`config.mk`:
```
export PLATFORM = sky130hd
export DESIGN_NAME = mric_core
export DESIGN_NICKNAME = d
export VERILOG_FILES = /design/src/core/mric_pkg.sv /design/src/core/mric_core.sv /design/src/core/mric_prio.sv
export VERILOG_INCLUDE_DIRS = /design/src /design/src/core
export SDC_FILE = /design/constraint.sdc
export NUM_CORES = 1
export LEC_CHECK = 0
export BUFFER_PORTS_ARGS = -buffer_cell sky130_fd_sc_hd__buf_2
export CAP_MARGIN = 20
export CELL_PAD_IN_SITES_DETAIL_PLACEMENT = 1
export CELL_PAD_IN_SITES_GLOBAL_PLACEMENT = 1
export CORE_ASPECT_RATIO = 1.5
export CORE_MARGIN = 2
export CORE_UTILIZATION = 55
export CTS_CLUSTER_SIZE = 24
export DETAILED_ROUTE_END_ITERATION = 8
export HOLD_SLACK_MARGIN = 0.05
export PLACE_DENSITY = 0.82
export SYNTH_ARGS = -nofsm -noshare
export SYNTH_HDL_FRONTEND = slang
export SYNTH_SLANG_ARGS = --single-unit
```
`constraint.sdc`:
```
create_clock -name aclk -period 5.05 [get_ports aclk]
set_input_delay 0.7575 -clock aclk [delete_from_list [all_inputs] [get_ports aclk]]
set_output_delay 0.7575 -clock aclk [all_outputs]
set_load 0.02 [all_outputs]
```
`src/core/mric_regs.svh`:
```
// offsets, field positions, reset values and vectors of the reset/interrupt block
`ifndef MRIC_REGS_SVH
`define MRIC_REGS_SVH
`define MRIC_A_LOC0 8'h00
`define MRIC_A_LOC1 8'h04
`define MRIC_A_LOC2 8'h08
`define MRIC_A_LOC3 8'h0c
`define MRIC_A_LOC20 8'h10
`define MRIC_A_LOC23 8'h14
`define MRIC_A_CORE 8'h18
`define MRIC_A_MODE 8'h40
`define MRIC_NMODE 23
`define MRIC_IDX_PORT_LATCH 0
`define MRIC_IDX_IMR 5
`define MRIC_IDX_AMR 19
`define MRIC_MODE_WMASK {16'h000f, 16'h000f, 16'h0007, 16'h000f, 16'h0007, 16'h00ff, 16'h00ff, \
    16'h00ff, 16'h00ff, 16'h00ff, 16'h00ff, 16'h0fff, 16'h000f, 16'h000f, 16'h000f, 16'h000f, \
    16'h000f, 16'h000f, 16'h000f, 16'h0003, 16'h000f, 16'hffff, 16'hffff}
`define MRIC_PORT_LATCH_RST 16'hffff
`define MRIC_AMR_KEEP 16'h0002
`define MRIC_BIT_SET 4
`define MRIC_BR_SET_OK 4'h7
`define MRIC_BR_CLR_OK 4'hd
`define MRIC_POS_GATE 0
`define MRIC_POS_RSP 1
`define MRIC_IM_RST 8'hff
`define MRIC_PC_RST 14'h0000
`define MRIC_ST_RST 1'b1
`define MRIC_SP_RST 10'h3ff
`define MRIC_SP_TOP 4'hf
`define MRIC_SP_STEP 6'h04
`define MRIC_VEC_BASE 14'h0002
`define MRIC_RESP_OKAY 2'b00
`define MRIC_RESP_SLVERR 2'b10
`endif

```
`src/core/mric_pkg.sv`:
```
// types shared by the reset/interrupt block
package mric_pkg;
    typedef enum logic [3:0] {
        ACK_IDLE = 4'h1,
        ACK_FINISH = 4'h2,
        ACK_SAVE = 4'h4,
        ACK_FETCH = 4'h8
    } mric_ack_t;

    typedef struct packed {
        logic step;
        logic ret;
        logic reti;
        logic st_wr;
        logic st_val;
        logic ca_wr;
        logic ca_val;
    } mric_cpu_req_t;

    typedef struct packed {
        logic ca;
        logic st;
        logic [13:0] pc;
    } mric_frame_t;
endpackage

```
`src/core/mric_core.sv`:
```
// reset values, interrupt flags, priority and acknowledge sequence with axi4-lite access
`include "mric_regs.svh"
module mric_core
    import mric_pkg::*;
(
    // clock and reset
    input wire logic aclk,
    input wire logic aresetn,
    // axi4-lite slave
    input wire logic [7:0] s_axi_awaddr,
    input wire logic s_axi_awvalid,
    output logic s_axi_awready,
    input wire logic [31:0] s_axi_wdata,
    input wire logic [3:0] s_axi_wstrb,
    input wire logic s_axi_wvalid,
    output logic s_axi_wready,
    output logic [1:0] s_axi_bresp,
    output logic s_axi_bvalid,
    input wire logic s_axi_bready,
    input wire logic [7:0] s_axi_araddr,
    input wire logic s_axi_arvalid,
    output logic s_axi_arready,
    output logic [31:0] s_axi_rdata,
    output logic [1:0] s_axi_rresp,
    output logic s_axi_rvalid,
    input wire logic s_axi_rready,
    // external interrupt pins, asynchronous
    input wire logic ext_int0_n,
    input wire logic ext_int1,
    // peripheral pulses: timer a, b, c, zero cross, converter, serial
    input wire logic [5:0] periph_evt,
    // cpu core
    input wire mric_cpu_req_t cpu_req,
    output mric_ack_t ack_state,
    output logic [13:0] program_counter,
    output logic [9:0] stack_pointer,
    output logic branch_condition_flag,
    output logic global_irq_gate
);
    localparam logic [`MRIC_NMODE*16-1:0] WMASK = `MRIC_MODE_WMASK;
    localparam logic [5:0] MODE_W = 6'(`MRIC_A_MODE >> 2);

    function automatic int flag_pos(input int k);
        return (k == 7) ? 22 : 2 * k + 2;
    endfunction

    mric_ack_t state_q;
    logic [13:0] pc_q;
    logic [13:0] vec_q;
    logic [9:0] sp_q;
    logic st_q;
    logic ca_q;
    logic gate_q;
    logic [7:0] if_q;
    logic [7:0] im_q;
    logic [3:0] bitreg_q;
    logic [15:0] mode_q [`MRIC_NMODE];
    mric_frame_t stk_q [16];
    logic i0_meta_q, i0_sync_q, i0_prev_q;
    logic i1_meta_q, i1_sync_q, i1_prev_q;
    logic awready_q, wready_q, bvalid_q, arready_q, rvalid_q;
    logic [1:0] bresp_q, rresp_q;
    logic [7:0] awaddr_q;
    logic [31:0] wdata_q, rdata_q;
    logic [3:0] wstrb_q;

    logic wr_go, wr_ok, rd_ok, idle, pop, any;
    logic int0_fall, int1_edge;
    logic [7:0] evt, req, if_clr, im_set, im_clr;
    logic [6:0] slot;
    logic [13:0] vec;
    logic [5:0] sp_up, ridx, widx;
    logic [23:0] bsel, bset, bclr, bits_rd;
    logic [31:0] rd;
    logic [15:0] irq_edge_mode_reg, lane;
    mric_frame_t top;

    assign s_axi_awready = awready_q;
    assign s_axi_wready = wready_q;
    assign s_axi_bvalid = bvalid_q;
    assign s_axi_bresp = bresp_q;
    assign s_axi_arready = arready_q;
    assign s_axi_rvalid = rvalid_q;
    assign s_axi_rdata = rdata_q;
    assign s_axi_rresp = rresp_q;
    assign ack_state = state_q;
    assign program_counter = pc_q;
    assign stack_pointer = sp_q;
    assign branch_condition_flag = st_q;
    assign global_irq_gate = gate_q;

    // pins cross in through two flops before the edge detectors
    always_ff @(posedge aclk)
    begin
        if (!aresetn)
        begin
            i0_meta_q <= 1'b1;
            i0_sync_q <= 1'b1;
            i0_prev_q <= 1'b1;
            i1_meta_q <= 1'b0;
            i1_sync_q <= 1'b0;
            i1_prev_q <= 1'b0;
        end
        else
        begin
            i0_meta_q <= ext_int0_n;
            i0_sync_q <= i0_meta_q;
            i0_prev_q <= i0_sync_q;
            i1_meta_q <= ext_int1;
            i1_sync_q <= i1_meta_q;
            i1_prev_q <= i1_sync_q;
        end
    end

    // edge mode: bit 1 both edges, else bit 0 rising / falling
    assign irq_edge_mode_reg = mode_q[`MRIC_IDX_IMR];
    assign int0_fall = i0_prev_q & ~i0_sync_q;
    assign int1_edge = irq_edge_mode_reg[1] ? (i1_prev_q ^ i1_sync_q) :
        (irq_edge_mode_reg[0] ? (~i1_prev_q & i1_sync_q) : (i1_prev_q & ~i1_sync_q));
    assign evt = {periph_evt, int1_edge, int0_fall};

    assign req = if_q & ~im_q;
    assign slot = {req[7] | req[6], req[5:0]};

    mric_prio u_prio (
        .pend(slot),
        .any(any),
        .vector(vec)
    );

    // bit set/clear on the control nibbles
    assign wr_go = !awready_q && !wready_q && !bvalid_q;
    always_comb
    begin
        bsel = '0;
        case (awaddr_q)
            `MRIC_A_LOC0, `MRIC_A_LOC1, `MRIC_A_LOC2, `MRIC_A_LOC3:
                bsel[{1'b0, awaddr_q[3:2], wdata_q[1:0]}] = 1'b1;
            `MRIC_A_LOC20:
                bsel[{3'b100, wdata_q[1:0]}] = 1'b1;
            `MRIC_A_LOC23:
                bsel[{3'b101, wdata_q[1:0]}] = 1'b1;
            default:
                bsel = '0;
        endcase
    end
    assign bset = (wr_go && wstrb_q[0] && wdata_q[`MRIC_BIT_SET]) ? bsel : '0;
    assign bclr = (wr_go && wstrb_q[0] && !wdata_q[`MRIC_BIT_SET]) ? bsel : '0;

    for (genvar k = 0; k < 8; k++)
    begin : g_map
        assign if_clr[k] = bclr[flag_pos(k)];
        assign im_set[k] = bset[flag_pos(k) + 1];
        assign im_clr[k] = bclr[flag_pos(k) + 1];
    end

    always_comb
    begin
        bits_rd = '0;
        bits_rd[`MRIC_POS_GATE] = gate_q;
        bits_rd[19:16] = bitreg_q;
        for (int k = 0; k < 8; k++)
        begin
            bits_rd[flag_pos(k)] = if_q[k];
            bits_rd[flag_pos(k) + 1] = im_q[k];
        end
    end

    // a source event in the clearing cycle wins
    always_ff @(posedge aclk)
    begin
        if (!aresetn)
        begin
            if_q <= '0;
            im_q <= `MRIC_IM_RST;
        end
        else
        begin
            if_q <= (if_q & ~if_clr) | evt;
            im_q <= (im_q & ~im_clr) | im_set;
        end
    end

    always_ff @(posedge aclk)
    begin
        if (!aresetn)
            gate_q <= 1'b0;
        else if (state_q == ACK_SAVE)
            gate_q <= 1'b0;
        else if (idle && cpu_req.reti)
            gate_q <= 1'b1;
        else if (bset[`MRIC_POS_GATE])
            gate_q <= 1'b1;
        else if (bclr[`MRIC_POS_GATE])
            gate_q <= 1'b0;
    end

    // watchdog run can only be set, direct switch only cleared
    always_ff @(posedge aclk)
    begin
        if (!aresetn)
            bitreg_q <= '0;
        else
            bitreg_q <= (bitreg_q & ~(bclr[19:16] & `MRIC_BR_CLR_OK)) | (bset[19:16] & `MRIC_BR_SET_OK);
    end

    assign widx = awaddr_q[7:2] - MODE_W;
    assign lane = {{8{wstrb_q[1]}}, {8{wstrb_q[0]}}};
    for (genvar i = 0; i < `MRIC_NMODE; i++)
    begin : g_mode
        localparam logic [15:0] M = WMASK[i*16 +: 16];
        localparam logic [15:0] RV = (i == `MRIC_IDX_PORT_LATCH) ? `MRIC_PORT_LATCH_RST : 16'h0000;
        localparam logic [15:0] KEEP = (i == `MRIC_IDX_AMR) ? `MRIC_AMR_KEEP : 16'h0000;
        always_ff @(posedge aclk)
        begin
            if (!aresetn)
                mode_q[i] <= (mode_q[i] & KEEP) | RV;
            else if (wr_go && awaddr_q[7:2] >= MODE_W && widx == 6'(i))
                mode_q[i] <= (mode_q[i] & ~(lane & M)) | (wdata_q[15:0] & lane & M);
        end
    end

    // acknowledge sequence
    assign idle = state_q == ACK_IDLE;
    assign sp_up = sp_q[5:0] + `MRIC_SP_STEP;
    assign top = stk_q[sp_up[5:2]];
    assign pop = idle && (cpu_req.ret || cpu_req.reti);

    always_ff @(posedge aclk)
    begin
        if (!aresetn)
            state_q <= ACK_IDLE;
        else
        begin
            case (state_q)
                ACK_IDLE:
                    if (gate_q && any)
                        state_q <= ACK_FINISH;
                ACK_FINISH:
                    state_q <= ACK_SAVE;
                ACK_SAVE:
                    state_q <= ACK_FETCH;
                ACK_FETCH:
                    state_q <= ACK_IDLE;
                default:
                    state_q <= ACK_IDLE;
            endcase
        end
    end

    // vector is frozen at acknowledge so a later request cannot redirect the fetch
    always_ff @(posedge aclk)
    begin
        if (!aresetn)
            vec_q <= `MRIC_VEC_BASE;
        else if (idle && gate_q && any)
            vec_q <= vec;
    end

    always_ff @(posedge aclk)
    begin
        if (!aresetn)
            pc_q <= `MRIC_PC_RST;
        else if (state_q == ACK_FETCH)
            pc_q <= vec_q;
        else if (pop)
            pc_q <= top.pc;
        else if (state_q == ACK_FINISH || (idle && cpu_req.step))
            pc_q <= pc_q + 14'h0001;
    end

    always_ff @(posedge aclk)
    begin
        if (!aresetn)
            sp_q <= `MRIC_SP_RST;
        else if (bclr[`MRIC_POS_RSP])
            sp_q <= `MRIC_SP_RST;
        else if (state_q == ACK_FETCH)
            sp_q <= {`MRIC_SP_TOP, sp_q[5:0] - `MRIC_SP_STEP};
        else if (pop)
            sp_q <= {`MRIC_SP_TOP, sp_up};
    end

    // overflow bit has no reset value; software sets it up
    always_ff @(posedge aclk)
    begin
        if (!aresetn)
            st_q <= `MRIC_ST_RST;
        else if (idle && cpu_req.reti)
            st_q <= top.st;
        else if (idle && cpu_req.st_wr)
            st_q <= cpu_req.st_val;
    end

    always_ff @(posedge aclk)
    begin
        if (idle && cpu_req.reti)
            ca_q <= top.ca;
        else if (idle && cpu_req.ca_wr)
            ca_q <= cpu_req.ca_val;
    end

    // stack memory takes no reset, so it survives a stop-exit reset
    always_ff @(posedge aclk)
    begin
        if (state_q == ACK_SAVE)
            stk_q[sp_q[5:2]] <= {ca_q, st_q, pc_q};
    end

    // axi write channels
    assign wr_ok = awaddr_q <= `MRIC_A_CORE || (awaddr_q[7:2] >= MODE_W && widx < 6'(`MRIC_NMODE));
    always_ff @(posedge aclk)
    begin
        if (!aresetn)
        begin
            awready_q <= 1'b1;
            wready_q <= 1'b1;
            bvalid_q <= 1'b0;
            bresp_q <= `MRIC_RESP_OKAY;
        end
        else if (wr_go)
        begin
            awready_q <= 1'b1;
            wready_q <= 1'b1;
            bvalid_q <= 1'b1;
            bresp_q <= wr_ok ? `MRIC_RESP_OKAY : `MRIC_RESP_SLVERR;
        end
        else
        begin
            if (s_axi_awvalid && awready_q)
                awready_q <= 1'b0;
            if (s_axi_wvalid && wready_q)
                wready_q <= 1'b0;
            if (bvalid_q && s_axi_bready)
                bvalid_q <= 1'b0;
        end
    end

    always_ff @(posedge aclk)
    begin
        if (s_axi_awvalid && awready_q)
            awaddr_q <= s_axi_awaddr;
        if (s_axi_wvalid && wready_q)
        begin
            wdata_q <= s_axi_wdata;
            wstrb_q <= s_axi_wstrb;
        end
    end

    // axi read channels
    assign ridx = s_axi_araddr[7:2] - MODE_W;
    always_comb
    begin
        rd = '0;
        rd_ok = 1'b1;
        if (s_axi_araddr <= `MRIC_A_LOC3)
            rd[3:0] = bits_rd[{s_axi_araddr[3:2], 2'b00} +: 4];
        else if (s_axi_araddr == `MRIC_A_LOC20)
            rd[3:0] = bits_rd[19:16];
        else if (s_axi_araddr == `MRIC_A_LOC23)
            rd[3:0] = bits_rd[23:20];
        else if (s_axi_araddr == `MRIC_A_CORE)
            rd[25:0] = {ca_q, st_q, sp_q, pc_q};
        else if (s_axi_araddr[7:2] >= MODE_W && ridx < 6'(`MRIC_NMODE))
            rd[15:0] = mode_q[ridx[4:0]];
        else
            rd_ok = 1'b0;
    end

    always_ff @(posedge aclk)
    begin
        if (!aresetn)
        begin
            arready_q <= 1'b1;
            rvalid_q <= 1'b0;
            rdata_q <= '0;
            rresp_q <= `MRIC_RESP_OKAY;
        end
        else if (s_axi_arvalid && arready_q)
        begin
            arready_q <= 1'b0;
            rvalid_q <= 1'b1;
            rdata_q <= rd;
            rresp_q <= rd_ok ? `MRIC_RESP_OKAY : `MRIC_RESP_SLVERR;
        end
        else if (rvalid_q && s_axi_rready)
        begin
            rvalid_q <= 1'b0;
            arready_q <= 1'b1;
        end
    end
endmodule // mric_core

```
`src/core/mric_prio.sv`:
```
// fixed-priority vector encoder over the seven interrupt vectors
`include "mric_regs.svh"
module mric_prio
    import mric_pkg::*;
(
    // pending requests, slot 0 highest
    input wire logic [6:0] pend,
    // selected vector
    output logic any,
    output logic [13:0] vector
);
    always_comb
    begin
        any = |pend;
        vector = `MRIC_VEC_BASE;
        for (int i = 6; i >= 0; i--)
        begin
            if (pend[i])
            begin
                vector = `MRIC_VEC_BASE + 14'(2 * i);
            end
        end
    end
endmodule // mric_prio

```
==> impl_results.md <==
* Status: complete, no violations
* Drt via density at approximately 6.4
* Largest net degree at the start of global routing at between 60 and 70
* CP required at ~5.5 ns
* DR pass1 iterations at 5
* Post-synth EDFFs at around 430
* Share of layout cells above drive strength 1 at between 10% and 20%
* Area post-placement at ~24000 sq um
* Post-synthesis area per instance at 14.02 sq um
* Unrepaired setup endpoints after global routing: no
* Sequential-to-total area share from yosys stat at between 60% and 70%
* Crit path time final at ~3.5 ns
* Grt total ovfl at 0
* CTS tree: yes
* Die width at around 170 um
* Drt wl/cell at 28.47 um
* Cell variety after synth at 75
* Crit path kind: reg2reg
* Reg clk slew, reported paths at around 0.070 ns
* PD cells at 400.8 nW/um^2
* Post-synthesis sequential element count at 510
* Post-CTS Resized at 0
* Worst Tran Pin Value at ~1.1 ns
* Slew Viols, Final at 0
* Worst Skew at around 0.029 ns
* # Post-CTS Setup Buffers at 0
* Main synth FF type: edfxtp_1
* CP Capture Type: flip-flop
* YS warnings at 0
* Biggest cell delay along the critical path at just under 0.9 ns
* Routability cong. at roughly 0.85
* Critical Path Fanout Max at 40
* Fmax at ~280 MHz
* Period utilisation layout at ~70%
* Critical path's slowest cell: ha_2
* Hold_buf cts at 0
* Clk buf depth at 3
* Post-DRT Antenna Nets at 0
* Initial antenna violation count at 0
* Skew-Pair Late Insertion Delay at 0.58 ns
* Setup TNS at 0 ns
* Syn Std Cell Area at ~23000 sq um
* Number of global-route vias before repair at 15779
* Via count at roughly 15000
* Slew headroom at roughly 29%
* # diodes at 0
* Initial drt markers at 1232
* Number of hold violations in the final report at 0
* Root buffer selected by CTS: clkbuf_16
* Die area at ~43000 sq um
* Global-route wire length before repair at a little under 100000 um
* Post-Route Utilization at ~60%
* Area Growth Syn to Fin at 11.15%
* Num rows at 91
* Max Cap Viol at 0
* CTS Sinks at 510
* DRC Markers at 0
* Initial core utilization at ~56%
* Total GRT Usage at 30.52%
* Buffers on Ports at between 100 and 150
* Fin nets at 1815
* Die H at between 200 and 300 um
* Total CTS buffers at 48
* Detailed Route WL at ~65000 um
* Cell leakage power at 0.008593 uW
* Peak VDD IR at 0.0003586 V
* CP cell instances: inv_1, ha_2, buf_12, mux4_2, mux4_1, nor2_1, o22ai_1
* Detailed Place HPWL at ~42000 um
* Max H-tree Level at 2
* Cells after synthesis at ~1600
* Design area at approximately 25000 sq um
* Core area at roughly 41000 sq um
* Hold WC Path Type: in2reg
* Post-synth ARST share at 0%
* Final setup fails at 0
* IO Pins at 145
* Crit start category: flip-flop
* Worst path arrival time at a little under 4 ns
-- cells in the mapped netlist (all sizes together) (22+ instances only) --
cell    count  area [sq um]
a21oi     172         860.8
a22oi      23         172.7
buf        56         411.6
clkbuf     59         221.5
dfxtp      83          1662
edfxtp    427         12820
mux2i      22         220.2
mux4      101          2331
nand2     107         404.1
nand2b    159         994.7
nand3      57         285.3
nor2       62         240.2
o21ai      62         310.3
-- layout make-up --
cell class	count	area (sq um)
fill	3877	15670
inverter	19	71.32
sequential	510	14490
clock inverter	20	230.2
clock buffer	69	1330
tap	511	639.4
timing repair buffer	154	890.9
multi-input combinational	993	7670
-- cell families after synthesis --
logic type               count (synthesis)  share of synthesized area [%]
flip-flops                             510                          63.58
AND/OR/NAND/NOR                        471                          11.07
AO/OA/AOI/OAI                          333                          8.541
multiplexers                           141                          12.09
buffers and inverters                  134                          3.092
XOR/XNOR                                19                         0.7635
adder cells (fa/ha/maj)                 15                         0.8239
other                                    2                        0.03297
-- sequential cells by signal (all words and copies together), names as in the netlist, 2 cells and up, named ones only --
signal / count
ack_state: 4
stack_pointer: 4
im_q: 8
s_axi_rdata: 23
wstrb_q: 2
vec_q: 3
if_q: 8
awaddr_q: 8
mode_q: 143
stk_q: 256
wdata_q: 16
program_counter: 14
bitreg_q: 4
-- path summary, 6_finish.rpt --
| check | startpoint | end | slack, ns | depth (start not counted) |
|---|---|---|---|---|
| max | stack_pointer[2]$_SDFFE_PP1P_ | program_counter[2]$_SDFFE_PN0P_ | 1.53 | 7 |
| min | s_axi_wdata[4] | wdata_q[4]$_DFFE_PP_ | 0.36 | 1 |
| max reg2reg | stack_pointer[2]$_SDFFE_PP1P_ | program_counter[2]$_SDFFE_PN0P_ | 1.53 | 7 |
| min reg2reg | i0_meta_q$_SDFF_PN1_ | i0_sync_q$_SDFF_PN1_ | 0.41 | 1 |
-- power breakdown --
| part | internal (uW) | leakage, uW | switching, uW |
|---|---|---|---|
| clock | 2050 | 0.000755 | 1600 |
| combinational | 579 | 0.00314 | 803 |
| sequential | 4840 | 0.00469 | 280 |
| total | 7470 | 0.00859 | 2680 |
-- layer usage --
| metal | global-route usage (%) | routed length, um | vias up |
|---|---|---|---|
| met3 | 4.314 | 3506 | 175 |
| li1 | - | - | 6365 |
| met2 | 55.84 | 34820 | 567 |
| met5 | 0 | 0 | - |
| met1 | 34.80 | 23120 | 7569 |
| met4 | 14.90 | 3363 | 0 |
-- metrics by stage --
stage	hold WS, ns	std cells	total power (uW)	setup WS [ns]
CTS	0.3470	2276	10180	1.447
detailed placement	0.4154	2187	6553	1.365
finish	0.3615	2276	10150	1.534
global placement	0.3965	2187	6484	1.499
global route	0.3475	2276	10420	1.369
floorplan	0.3863	1637	6046	1.936
-- critical path: cells and delay by family, from the launching register on --
| kind | cells | cell delay (ns) |
|---|---|---|
| buf+inv | 2 | 0.51 |
| flops | 1 | 0.73 |
| fa+ha+maj | 1 | 0.87 |
| compound gates | 1 | 0.12 |
| mux | 2 | 0.91 |
| simple gates | 1 | 0.17 |
-- placed cells by master, fill, tap and decap left out, types with 9 or more instances in the layout --
cell type	count
clkbuf_16	48
buf_2	111
nand3_1	57
edfxtp_1	427
mux4_1	15
clkbuf_1	16
o211ai_1	19
xor2_1	9
o21ai_0	53
nand2_1	106
a21oi_1	172
nand2b_1	159
and2_1	10
mux4_2	86
dfxtp_1	82
nor3_1	13
mux2i_1	22
nor2_1	59
ha_1	14
nor2b_1	18
a31oi_1	9
a22oi_1	23
inv_1	16
mux2_2	18
conb_1	14
buf_4	42
Power figures use the tool's default switching activity.
